--- src/common/gtos_pkg.sv ---
package gtos_pkg;
   // ==========================================
   // Clock and timing.
   localparam int CLK_PERIOD_NS = 25;
   localparam int MS_NS = 1000000;
   localparam int CYC_PER_MS_DEF = MS_NS / CLK_PERIOD_NS;
   localparam logic [9:0] MS_PER_SEC = 10'h3E8;
   localparam logic [9:0] PULSE_MS = 10'h00A;
   localparam logic [16:0] SEC_PER_DAY = 17'h15180;
   localparam logic [8:0] DAYS_MAX = 9'h16E;
   localparam logic [17:0] WARM_SEC = 18'h15180;
   localparam logic [17:0] LOCK_SEC = 18'h2A300;
   localparam logic [24:0] PP_PERIOD_MAX = 25'h1E28500;
   // ==========================================
   // Time-code frame.
   localparam logic [3:0] BIT_MS = 4'hA;
   localparam logic [6:0] FRAME_BITS = 7'h64;
   localparam logic [3:0] ZERO_MS = 4'h2;
   localparam logic [3:0] ONE_MS = 4'h5;
   localparam logic [3:0] MARK_MS = 4'h8;
   // ==========================================
   // Register map, byte addresses.
   localparam logic [7:0] ADR_CTRL = 8'h00;
   localparam logic [7:0] ADR_STATUS = 8'h04;
   localparam logic [7:0] ADR_TIME = 8'h08;
   localparam logic [7:0] ADR_PP_TIME = 8'h0C;
   localparam logic [7:0] ADR_PP_PERIOD = 8'h10;
   // CTRL bits; the first four are write-one pulses.
   localparam int C_HOLD = 0;
   localparam int C_RECOVER = 1;
   localparam int C_ALM_CLR = 2;
   localparam int C_FW_CLR = 3;
   localparam int C_PP_EN = 4;
   localparam int C_PP_PER = 5;
   // STATUS bits.
   localparam int S_LOCK = 0;
   localparam int S_HOLD = 1;
   localparam int S_VALID = 2;
   localparam int S_SPEC = 3;
   localparam int S_ALARM = 4;
   localparam int S_MANUAL = 5;
   localparam int S_FWREF = 6;
   localparam int S_TRACK = 7;
   localparam int S_ARMED = 8;
   // ==========================================
   // Reference state.
   typedef enum logic [1:0] {
      GTOS_WARMUP = 2'b00,
      GTOS_LOCKED = 2'b01,
      GTOS_HOLD = 2'b10
   } gtos_mode_e;
endpackage

--- src/hw/gtos_core.sv ---
`timescale 1ns/1ps
// Operation
// - Second pulse runs on from a free counter whatever the lock state.
// - Even-second pulse fires only when the second count is even.
// - Programmable pulse is one-shot at a set time or periodic, 1 s to 1 year.
// - One time-code frame of 100 bits goes out each second.
// - Frame holds BCD day, hour, minute, second and binary seconds of day.
// - Carrier output is a free 1 kHz square wave, not keyed by the frame bits.
// - Relay drive and alarm indicator switch together.
// - Relay drive is high to close, so an unpowered relay rests open.
// - Logic alarm line is low while the alarm is set.
// - Lock indicator lights only while locked to tracked satellite seconds.
// - Outputs are flagged unusable until the first lock after reset.
// - Holdover indicator lights whenever not locked after the first lock.
// - Host hold command enters manual holdover; a recover command leaves it.
// - Holdover from lost tracking ends by itself when tracking returns.
// - Holdover spec flag needs 24 h warm-up and 48 h of lock.
// - Alarm latches until the host clears it.
// - Power indicator shows power only and has no register.
// - Firmware upgrade is granted from the rear port only.
// - Each command port reaches holdover and alarm commands on its own.
module gtos_core
   import gtos_pkg::*;
#(
   parameter logic [15:0] CYC_PER_MS = CYC_PER_MS_DEF[15:0]
)
(
   input wire logic clk_i,
   input wire logic rst_i,
   input wire logic wb_cyc_i,
   input wire logic wb_stb_i,
   input wire logic wb_we_i,
   input wire logic [7:0] wb_adr_i,
   input wire logic [3:0] wb_sel_i,
   input wire logic [31:0] wb_dat_i,
   output logic [31:0] wb_dat_o,
   output logic wb_ack_o,
   input wire logic tracking_i,
   input wire logic alarm_cond_i,
   input wire logic [1:0] hold_cmd_i,
   input wire logic [1:0] recover_cmd_i,
   input wire logic [1:0] alarm_clr_cmd_i,
   input wire logic [1:0] fw_req_i,
   output logic fw_grant_o,
   output logic pps_o,
   output logic even_second_pulse_o,
   output logic prog_pulse_o,
   output logic irig_dc_o,
   output logic irig_carrier_o,
   output logic power_led_o,
   output logic lock_led_o,
   output logic holdover_led_o,
   output logic outputs_valid_o,
   output logic alarm_led_o,
   output logic alarm_n_o,
   output logic self_test_alarm_relay_o
);

   // ==========================================
   // State.
   typedef struct packed {
      logic trk_m;
      logic trk_s;
      logic alm_m;
      logic alm_s;
      logic ack;
      logic [31:0] rdat;
      logic [15:0] ms_cnt;
      logic [9:0] ms_idx;
      logic [3:0] bit_ms;
      logic [6:0] bit_idx;
      logic [5:0] sec;
      logic [5:0] min;
      logic [4:0] hour;
      logic [8:0] day;
      logic [16:0] sod;
      gtos_mode_e mode;
      logic manual;
      logic [17:0] warm_s;
      logic [17:0] lock_s;
      logic alarm;
      logic fw_ref;
      logic fw_grant;
      logic pp_en;
      logic pp_per;
      logic pp_armed;
      logic [16:0] pp_time;
      logic [24:0] pp_period;
      logic [24:0] pp_cnt;
      logic pp_act;
      logic pps;
      logic even;
      logic pp;
      logic irig;
      logic car;
   } gtos_state_s;

   gtos_state_s s_r;
   gtos_state_s s_nxt;
   logic req;
   logic wr;
   logic ms_tick;
   logic sec_tick;
   logic fire;
   logic go_hold;
   logic go_rec;
   logic alm_clr;
   logic trk_ok;
   logic [7:0] su;
   logic [7:0] mu;
   logic [7:0] hu;
   logic [11:0] du;
   logic [99:0] fv;
   logic [3:0] bw;

   function automatic logic [7:0] bcd2(input logic [6:0] v);
      bcd2 = {4'(v / 7'd10), 4'(v % 7'd10)};
   endfunction

   // ==========================================
   // Next state.
   always_comb
   begin
      s_nxt = s_r;
      s_nxt.trk_m = tracking_i;
      s_nxt.trk_s = s_r.trk_m;
      s_nxt.alm_m = alarm_cond_i;
      s_nxt.alm_s = s_r.alm_m;
      req = wb_cyc_i & wb_stb_i & ~s_r.ack;
      wr = req & wb_we_i & (wb_sel_i == 4'hF);
      s_nxt.ack = req;

      // Bus reads.
      s_nxt.rdat = 32'h0000_0000;
      if (req & ~wb_we_i)
      begin
         unique case (wb_adr_i)
            ADR_CTRL:
            begin
               s_nxt.rdat[C_PP_EN] = s_r.pp_en;
               s_nxt.rdat[C_PP_PER] = s_r.pp_per;
            end
            ADR_STATUS:
            begin
               s_nxt.rdat[S_LOCK] = (s_r.mode == GTOS_LOCKED);
               s_nxt.rdat[S_HOLD] = (s_r.mode == GTOS_HOLD);
               s_nxt.rdat[S_VALID] = (s_r.mode != GTOS_WARMUP);
               s_nxt.rdat[S_SPEC] = (s_r.warm_s == WARM_SEC) & (s_r.lock_s == LOCK_SEC);
               s_nxt.rdat[S_ALARM] = s_r.alarm;
               s_nxt.rdat[S_MANUAL] = s_r.manual;
               s_nxt.rdat[S_FWREF] = s_r.fw_ref;
               s_nxt.rdat[S_TRACK] = s_r.trk_s;
               s_nxt.rdat[S_ARMED] = s_r.pp_armed;
            end
            ADR_TIME:
               s_nxt.rdat = {s_r.day, 2'b00, s_r.hour, 2'b00, s_r.min, 2'b00, s_r.sec};
            ADR_PP_TIME:
               s_nxt.rdat = {15'h0000, s_r.pp_time};
            ADR_PP_PERIOD:
               s_nxt.rdat = {7'h00, s_r.pp_period};
            default:
               s_nxt.rdat = 32'h0000_0000;
         endcase
      end

      // Commands from either serial port or the bus.
      go_hold = (|hold_cmd_i) | (wr & (wb_adr_i == ADR_CTRL) & wb_dat_i[C_HOLD]);
      go_rec = (|recover_cmd_i) | (wr & (wb_adr_i == ADR_CTRL) & wb_dat_i[C_RECOVER]);
      alm_clr = (|alarm_clr_cmd_i) | (wr & (wb_adr_i == ADR_CTRL) & wb_dat_i[C_ALM_CLR]);

      // Firmware upgrade traffic.
      s_nxt.fw_grant = fw_req_i[0];
      if (wr & (wb_adr_i == ADR_CTRL) & wb_dat_i[C_FW_CLR])
      begin
         s_nxt.fw_ref = 1'b0;
      end
      if (fw_req_i[1])
      begin
         s_nxt.fw_ref = 1'b1;
      end

      // Millisecond and second ticks.
      ms_tick = (s_r.ms_cnt == CYC_PER_MS - 16'h0001);
      sec_tick = ms_tick & (s_r.ms_idx == MS_PER_SEC - 10'h001);
      s_nxt.ms_cnt = ms_tick ? 16'h0000 : s_r.ms_cnt + 16'h0001;
      if (ms_tick)
      begin
         s_nxt.ms_idx = sec_tick ? 10'h000 : s_r.ms_idx + 10'h001;
         if (s_r.bit_ms == BIT_MS - 4'h1)
         begin
            s_nxt.bit_ms = 4'h0;
            s_nxt.bit_idx = sec_tick ? 7'h00 : s_r.bit_idx + 7'h01;
         end
         else
         begin
            s_nxt.bit_ms = s_r.bit_ms + 4'h1;
         end
      end

      // Shared time of day; runs in every lock state.
      if (sec_tick)
      begin
         s_nxt.sod = (s_r.sod == SEC_PER_DAY - 17'h00001) ? 17'h00000 : s_r.sod + 17'h00001;
         s_nxt.sec = s_r.sec + 6'h01;
         if (s_r.sec == 6'h3B)
         begin
            s_nxt.sec = 6'h00;
            s_nxt.min = s_r.min + 6'h01;
            if (s_r.min == 6'h3B)
            begin
               s_nxt.min = 6'h00;
               s_nxt.hour = s_r.hour + 5'h01;
               if (s_r.hour == 5'h17)
               begin
                  s_nxt.hour = 5'h00;
                  s_nxt.day = (s_r.day == DAYS_MAX) ? 9'h001 : s_r.day + 9'h001;
               end
            end
         end
      end
      if (wr & (wb_adr_i == ADR_TIME))
      begin
         s_nxt.sec = wb_dat_i[5:0];
         s_nxt.min = wb_dat_i[13:8];
         s_nxt.hour = wb_dat_i[20:16];
         s_nxt.day = wb_dat_i[31:23];
         s_nxt.sod = 17'(wb_dat_i[20:16] * 17'd3600) + 17'(wb_dat_i[13:8] * 17'd60)
            + 17'(wb_dat_i[5:0]);
      end

      // Programmable pulse.
      if (wr & (wb_adr_i == ADR_CTRL))
      begin
         s_nxt.pp_en = wb_dat_i[C_PP_EN];
         s_nxt.pp_per = wb_dat_i[C_PP_PER];
         s_nxt.pp_cnt = 25'h0000000;
      end
      if (wr & (wb_adr_i == ADR_PP_TIME))
      begin
         s_nxt.pp_time = wb_dat_i[16:0];
         s_nxt.pp_armed = 1'b1;
      end
      if (wr & (wb_adr_i == ADR_PP_PERIOD))
      begin
         s_nxt.pp_period = (wb_dat_i[24:0] > PP_PERIOD_MAX) ? PP_PERIOD_MAX : wb_dat_i[24:0];
      end
      fire = 1'b0;
      if (sec_tick & s_r.pp_en)
      begin
         if (s_r.pp_per)
         begin
            fire = (s_r.pp_cnt + 25'h0000001 >= s_r.pp_period);
            s_nxt.pp_cnt = fire ? 25'h0000000 : s_r.pp_cnt + 25'h0000001;
         end
         else if (s_r.pp_armed & (s_nxt.sod == s_r.pp_time))
         begin
            fire = 1'b1;
            // A target written in the firing cycle keeps the one-shot armed.
            s_nxt.pp_armed = wr & (wb_adr_i == ADR_PP_TIME);
         end
      end
      if (sec_tick)
      begin
         s_nxt.pp_act = fire;
      end

      // Manual holdover and reference state.
      if (go_rec)
      begin
         s_nxt.manual = 1'b0;
      end
      if (go_hold)
      begin
         s_nxt.manual = 1'b1;
      end
      trk_ok = s_r.trk_s & ~s_r.manual;
      unique case (s_r.mode)
         GTOS_WARMUP:
            s_nxt.mode = trk_ok ? GTOS_LOCKED : GTOS_WARMUP;
         GTOS_LOCKED:
            s_nxt.mode = trk_ok ? GTOS_LOCKED : GTOS_HOLD;
         GTOS_HOLD:
            s_nxt.mode = trk_ok ? GTOS_LOCKED : GTOS_HOLD;
         default:
            s_nxt.mode = GTOS_WARMUP;
      endcase
      if (sec_tick & (s_r.warm_s != WARM_SEC))
      begin
         s_nxt.warm_s = s_r.warm_s + 18'h00001;
      end
      if (sec_tick & (s_r.mode == GTOS_LOCKED) & (s_r.lock_s != LOCK_SEC))
      begin
         s_nxt.lock_s = s_r.lock_s + 18'h00001;
      end

      // Latched alarm; a new condition wins over a clear.
      s_nxt.alarm = s_r.alm_s | (s_r.alarm & ~alm_clr);

      // Time-code frame built from the shared counters.
      su = bcd2({1'b0, s_nxt.sec});
      mu = bcd2({1'b0, s_nxt.min});
      hu = bcd2({2'b00, s_nxt.hour});
      du = {4'(s_nxt.day / 9'd100), 4'((s_nxt.day / 9'd10) % 9'd10), 4'(s_nxt.day % 9'd10)};
      fv = '0;
      fv[4:1] = su[3:0];
      fv[8:6] = su[6:4];
      fv[13:10] = mu[3:0];
      fv[17:15] = mu[6:4];
      fv[23:20] = hu[3:0];
      fv[26:25] = hu[5:4];
      fv[33:30] = du[3:0];
      fv[38:35] = du[7:4];
      fv[41:40] = du[9:8];
      fv[88:80] = s_nxt.sod[8:0];
      fv[97:90] = s_nxt.sod[16:9];
      if ((s_nxt.bit_idx == 7'h00) | ((s_nxt.bit_idx % 7'd10) == 7'h09))
      begin
         bw = MARK_MS;
      end
      else
      begin
         bw = fv[s_nxt.bit_idx] ? ONE_MS : ZERO_MS;
      end

      // Second-aligned outputs; pulses from the millisecond index, code from the bit counters.
      s_nxt.pps = (s_nxt.ms_idx < PULSE_MS);
      s_nxt.even = (s_nxt.ms_idx < PULSE_MS) & ~s_nxt.sec[0];
      s_nxt.pp = (s_nxt.ms_idx < PULSE_MS) & s_nxt.pp_act;
      s_nxt.irig = (s_nxt.bit_idx < FRAME_BITS) & (s_nxt.bit_ms < bw);
      // The first carrier half-period after reset is one clock short.
      s_nxt.car = (s_nxt.ms_cnt < (CYC_PER_MS >> 1));
   end

   // ==========================================
   // Registers.
   always_ff @(posedge clk_i)
   begin
      if (rst_i)
      begin
         s_r <= '0;
         s_r.day <= 9'h001;
         s_r.mode <= GTOS_WARMUP;
         s_r.pp_period <= 25'h0000001;
      end
      else
      begin
         s_r <= s_nxt;
      end
   end

   // ==========================================
   // Outputs.
   assign wb_dat_o = s_r.rdat;
   assign wb_ack_o = s_r.ack;
   assign fw_grant_o = s_r.fw_grant;
   assign pps_o = s_r.pps;
   assign even_second_pulse_o = s_r.even;
   assign prog_pulse_o = s_r.pp;
   assign irig_dc_o = s_r.irig;
   assign irig_carrier_o = s_r.car;
   assign power_led_o = 1'b1;
   assign lock_led_o = (s_r.mode == GTOS_LOCKED);
   assign holdover_led_o = (s_r.mode == GTOS_HOLD);
   assign outputs_valid_o = (s_r.mode != GTOS_WARMUP);
   assign alarm_led_o = s_r.alarm;
   assign alarm_n_o = ~s_r.alarm;
   assign self_test_alarm_relay_o = s_r.alarm;

endmodule

--- config.mk ---
export PLATFORM = sky130hd
export DESIGN_NAME = gtos_core
export DESIGN_NICKNAME = d
export VERILOG_FILES = /design/src/common/gtos_pkg.sv /design/src/hw/gtos_core.sv
export SDC_FILE = /design/constraint.sdc
export NUM_CORES = 1
export LEC_CHECK = 0
export ABC_AREA = 1
export BUFFER_PORTS_ARGS = -buffer_cell sky130_fd_sc_hd__buf_2
export CORE_MARGIN = 2
export CORE_UTILIZATION = 60
export CTS_CLUSTER_DIAMETER = 30
export DETAILED_ROUTE_END_ITERATION = 8
export PLACE_DENSITY = 0.79
export SLEW_MARGIN = 20
export SYNTH_ARGS = -nofsm -noshare
export SYNTH_HDL_FRONTEND = slang
export SYNTH_SLANG_ARGS = --single-unit
--- constraint.sdc ---
create_clock -name clk_i -period 9.6 [get_ports clk_i]
set_input_delay 0.96 -clock clk_i [delete_from_list [all_inputs] [get_ports clk_i]]
set_output_delay 0.96 -clock clk_i [all_outputs]
set_load 0.005 [all_outputs]
# [After elaboration in Yosys (flattened, before gate mapping)]
# Cells that the tools add are included.
[totals] input_bits=59 mem_count=0 register_bits=235 ramBits=0 elab_cells=178 latchBits=0 romBits=0
[classes] muxes=41 n_bitwise=37 div=11 eq_ne=21 magnitude_cmp=7 mul=2 add_sub_neg=14 n_reduce_logical=11 n_shift=0
[op_table] op="2-to-1 mux 25 bit" count=5
[op_table] op="2-to-1 mux 43 bit" count=2
[op_table] op="case mux 23 bit (3 select lines)" count=1
[op_table] op="adder 18 x 1 -> 18 bit, second input constant" count=2
[op_table] op="2-to-1 mux 26 bit" count=1
[op_table] op="adder 25 x 1 -> 25 bit, second input constant" count=1
[op_table] op="AND 1 bit" count=25
[op_table] op=">= comparator 25 bit" count=1
[op_table] op="> comparator 25 bit, second input constant" count=1
[op_table] op="2-to-1 mux 21 bit" count=1
[op_table] op="2-to-1 mux 20 bit" count=1
[op_table] op="equality test 18 x 17 -> 1 bit, second input constant" count=1
[op_table] op="equality test 18 bit, second input constant" count=1
[op_table] op="remainder unit 9 x 4 -> 9 bit, second input constant" count=2
[op_table] op="2-to-1 mux 18 bit" count=1
[op_table] op="inequality test 18 x 17 -> 1 bit, second input constant" count=1
[op_table] op="inequality test 18 bit, second input constant" count=1
[op_table] op="adder 17 x 1 -> 17 bit, second input constant" count=1
[op_table] op="adder 17 x 12 -> 17 bit" count=1
[op_table] op="adder 17 x 6 -> 17 bit" count=1
[op_table] op="equality test 17 bit" count=1
[op_table] op="equality test 17 bit, second input constant" count=1
[op_table] op="2-to-1 mux 17 bit" count=1
[op_table] op="adder 16 x 1 -> 16 bit, second input constant" count=1
[op_table] op="other kinds (53)" count=89

# [Logic depth before layout (Yosys ltp)]
[depth] depth_word=15 ltp_mapped=70 mapped_depth_nobuf=70

# [Least setup slack after synthesis]
# OpenSTA, ideal clock, no wires.
[synth_timing] path_type="input-to-reg" start="input wb_adr_i[7]" end="register s_r, in the netlist irig_dc_o" n_path_buf=1 setup_ns=0.066 arrival_ns=6.583 cell_stages=60 path_slack_ns=2.951 path_cell_list="nor2_1 > nand2_1 > nor2_2 > nand2_2 > nor2_8 > nand2_4 > clkbuf_1 > o21ai_4 > nand3_4 > nand2_4 > nand2_4 > nand2_1 > nand3_2 > nand2_4 > nand2_4 > nand2_2 > nand3_2 > nand2_2 > [24 not listed] > inv_1 > o21ai_0 > inv_1 > nand3_1 > nand2_1 > nand3_2 > nand2_1 > nand3_1 > nand3_1 > nand2_1 > nand2_1 > nand2_2 > nand2_1 > nand2_1 > ha_1 > nand2_1 > nand2_1 > a21oi_2"
[synth_via] elab_chain_len=11 word_cells_on_any_way=19 cone_classes="div (10); order compare (1); eq/ne (1); mux (5); bitwise (2)"
[synth_rtl] item="from (decl)" line="gtos_core.sv:33" source="input wire logic [7:0] wb_adr_i,"
[synth_rtl] item="equality test 8 x 4 -> 1 bit *" line="gtos_core.sv:221" source="if (wr & (wb_adr_i == ADR_TIME))"
[synth_rtl] item="AND 1 bit *" line="gtos_core.sv:221"
[synth_rtl] item="2-to-1 mux 43 bit *" line="gtos_core.sv:221"
[synth_rtl] item="divider 9 x 4 -> 9 bit" line="gtos_core.sv:303" source="du = {4'(s_nxt.day / 9'd100), 4'((s_nxt.day / 9'd10) % 9'd10), 4'(s_nxt.day % 9'd10)};"
[synth_rtl] item="remainder unit 9 x 4 -> 9 bit" line="gtos_core.sv:303"
[synth_rtl] item="binary-select mux 1 bit (select 7 bit) *" line="gtos_core.sv:322" source="bw = fv[s_nxt.bit_idx] ? ONE_MS : ZERO_MS;"
[synth_rtl] item="2-to-1 mux 1 bit (not written as such) *" line="gtos_core.sv:322"
[synth_rtl] item="2-to-1 mux 3 bit *" line="gtos_core.sv:322"
[synth_rtl] item="2-to-1 mux 4 bit *" line="gtos_core.sv:316" source="if ((s_nxt.bit_idx == 7'h00) | ((s_nxt.bit_idx % 7'd10) == 7'h09))"
[synth_rtl] item="< comparator 4 bit *" line="gtos_core.sv:329" source="s_nxt.irig = (s_nxt.bit_idx < FRAME_BITS) & (s_nxt.bit_ms < bw);"
[synth_rtl] item="AND 1 bit *" line="gtos_core.sv:329"
[synth_rtl] item="to (signal assigned)" line="gtos_core.sv:347" source="s_r <= s_nxt;"
[synth_rtl] item="to (decl)" line="gtos_core.sv:98" source="gtos_state_s s_r;"
# Every way passes the cells marked *; elsewhere a longest branch is shown, timed or not. The select of a mux whose other input is x is not followed.
# A chain may end at the register's enable or synchronous reset.

# [Final worst setup path]
# Same ends and word-level chain as after synthesis.

==> qor.yml <==
synthesis:
  netlist_instances: 2494
  synth-edff-count: 0
  yosys.area_share.xor_xnor_pct: 3.78
  synth_compound_area_share_pct: 15.5
  synth_top_family_by_area: "simple AND/OR/NAND/NOR gates"
  synth_top_area_share_pct: 27.8
  yosys.area_share.simple_pct: 29.8
  synthArstFlopShare_pct: 0
  synth_warnings: 0
  synth_adder_area_share_pct: 10.9
  synth_common_cells: "inv_1 (396), nand2_1 (374), nor2_1 (291)"
  yosys_most_used_dff: "dfxtp_1"
  synth.most_common_cell: "inv_1"
  syn_area_um2: 16900
  synth_top_area_cell: "dfxtp_1"
  synth_fp_nets: 2691
  synth_cell_types: 68
  ys_ff_latch: 235
  syn_avg_cell_area_um2: 6.78
  seq_area_frac_synth_pct: 27.8
  synth_area_leaders: "dfxtp_1 (28%), ha_1 (9.1%), inv_1 (8.8%)"
  synthMuxAreaShare_pct: 0.0592
clock_network:
  post_cts_resize_count: 0
  cts_sinks: 235
  htree_num_levels: 2
  post_cts_buffers: 0
  cts.hold.buffers_added: 0
  clock-root-buffer: "clkbuf_16"
  path_clk_slew_ns: 0.05
  cts_made_buffers: 53
  tritoncts: "built"
  cts_max_path_buffers: 3
  clk_latency_ns: 0.57
timing:
  fin_ws_ns: 2.04
  fin_crit_sh_pct: 78.8
  slew_headroom_pct: 31.8
  hold_viol: 0
  maxSlewViolCount: 0
  fmax_ghz: 0.132
  min_period_ns: 7.56
  fin_tns_setup_ns: 0
  tightest_slew_ns: 1.02
  clock_skew_ns: 0.0157
  setup_violations: 0
  rsz0062_at_grt: "false"
final_layout:
  stdcell_count: 2995
  final_nets: 2770
  postLayoutCellArea_um2: 19400
  largest_reg_flops: 193
  diodes: 0
  area_delta_synth_final_pct: 14.6
  regMostFlops: "s_r"
  drive_above_1_share_pct: 12.5
run:
  drv_cap: 0
route:
  first_pass_iters: 6
  first_iter_violations: 1640
  drt_wl_total_mm: 50.5
  wl_per_cell_um: 16.9
  drc: 0
  ant_nets: 0
  num_vias: 17300
  viasPerCell: 5.78
grt:
  grt_pass1_vias: 16000
  grt_max_degree: 78
  overflow: 0
  grt_antenna_before_repair: 0
  grt_first_pass_wirelength_mm: 80.6
  grt_util_all_layers_pct: 34.0
min_path:
  min_from: "s_nxt[231]"
  hold_depth: 2
  hp-class: "reg2reg"
  holdPathEnd: "s_r[231]"
floorplan:
  core_um2: 27800
  die_w_um: 172
  die_area_um2: 29500
  ios: 105
  rows: 61
  die_height_um: 172
  initial_core_util_pct: 60.9
placed_design:
  placed_cell_area_um2: 17500
  dp_cells: 2896
  port_buffers: 103
  gp_congestion: 0.986
  place_ws_ns: 1.59
  hpwlAfterDp_mm: 37.7
worst_setup_path:
  reg2reg_setup_slack_ns: 2.17
  crit_slowest_cell: "inv_2"
  crit_path_max_fanout: 18
  cp.required_ns: 10.10
  critPathKind: "in2reg"
  worst-r2r-cell-count: 61
  startpoint_type: "input port"
  r2r-start: "s_r[182]"
  worstPathArrival_ns: 8.06
  regToRegEndpoint: "irig_dc_o"
  slowest_delay_ns: 0.33
  critPathCaptureType: "flip-flop"
  cpMostUsedCell: "nand2_1"
power_and_ir_drop:
  leakage_nw: 8.71
  peakVddDrop_mv: 0.117
  p_per_area_nw_per_um2: 164
status:
  status: "finished clean"
[cell families (layout without fill, tap and decap cells)]
| kind of cell | after synthesis | in the layout |
|---|---|---|
| AND/OR/NAND/NOR | 1076 | 1076 |
| other | 1 | 1 |
| flip-flops | 235 | 235 |
| XOR/XNOR | 73 | 73 |
| AO/OA/AOI/OAI | 459 | 459 |
| buffers and inverters | 511 | 634 |
| adder cells (fa/ha/maj) | 138 | 138 |
| multiplexers | 1 | 1 |
[metal layers]
metal	part of all wire, %	track usage, %	up-vias	wire length (µm)
met2	45	54.7	833	22600
met4	3.8	13.5	0	1930
li1	-	-	8380	-
met5	0	0	-	0
met1	43	45.6	7942	21600
met3	8.8	5.84	154	4420
[placed cells by master, fill, tap and decap left out, drive strengths merged, types with 27 or more instances in the layout]
cell,netlist,routed
inv,420,432
nand2,406,406
nor2,315,315
dfxtp,235,235
a21oi,189,189
nand3,164,164
o21ai,146,146
ha,123,123
buf,39,112
nor3,80,80
nand4,57,57
clkbuf,49,54
xor2,46,46
nor4,31,31
xnor2,27,27
[final cells by class]
cell class / instances / area (µm²)
multi-input cells: 1748 / 10200
fillers: 2383 / 8410
flip-flops and latches: 235 / 4700
inverters: 423 / 1590
clock buffers: 54 / 1340
repair buffers: 112 / 586
clock inverters: 45 / 494
well taps: 378 / 473
[where the power goes]
group	switching [mW]	leakage, nW	internal (mW)	total, mW
logic	0.229	5.94	0.135	0.365
registers	0.00252	1.90	0.981	0.984
clock network	0.652	0.870	1.18	1.83
total	0.884	8.71	2.29	3.18
[through the flow]
stage               power, mW  util (%)  hold WS (ns)
global route             3.28      69.7         0.427
finish                   3.18      69.7         0.414
CTS                      3.18      69.7         0.416
global placement         1.35      63.1         0.403
detailed placement       1.35      63.1         0.403
floorplan                1.25         -         0.388
[worst max path at each step]
stage / startpoint / end / slack, ns / cells after the start
6_report: wb_adr_i[7] / irig_dc_o / 2.04 / 62
2_1_floorplan: wb_adr_i[7] / irig_dc_o / 2.95 / 60
3_3_place_gp: wb_adr_i[7] / irig_dc_o / 1.93 / 64
4_1_cts: wb_adr_i[7] / irig_dc_o / 2.14 / 63
3_5_place_dp: wb_adr_i[7] / irig_dc_o / 1.59 / 64
5_1_grt: wb_adr_i[7] / irig_dc_o / 1.30 / 63
[critical path, delay by kind of cell]
family / cells / cell delay (ns)
AO/OA/AOI/OAI: 5 / 0.74
XOR/XNOR: 1 / 0.15
adder cells (fa/ha/maj): 4 / 0.79
buffers and inverters: 9 / 0.86
AND/OR/NAND/NOR: 43 / 4.54
Power figures use the tool's default switching activity.
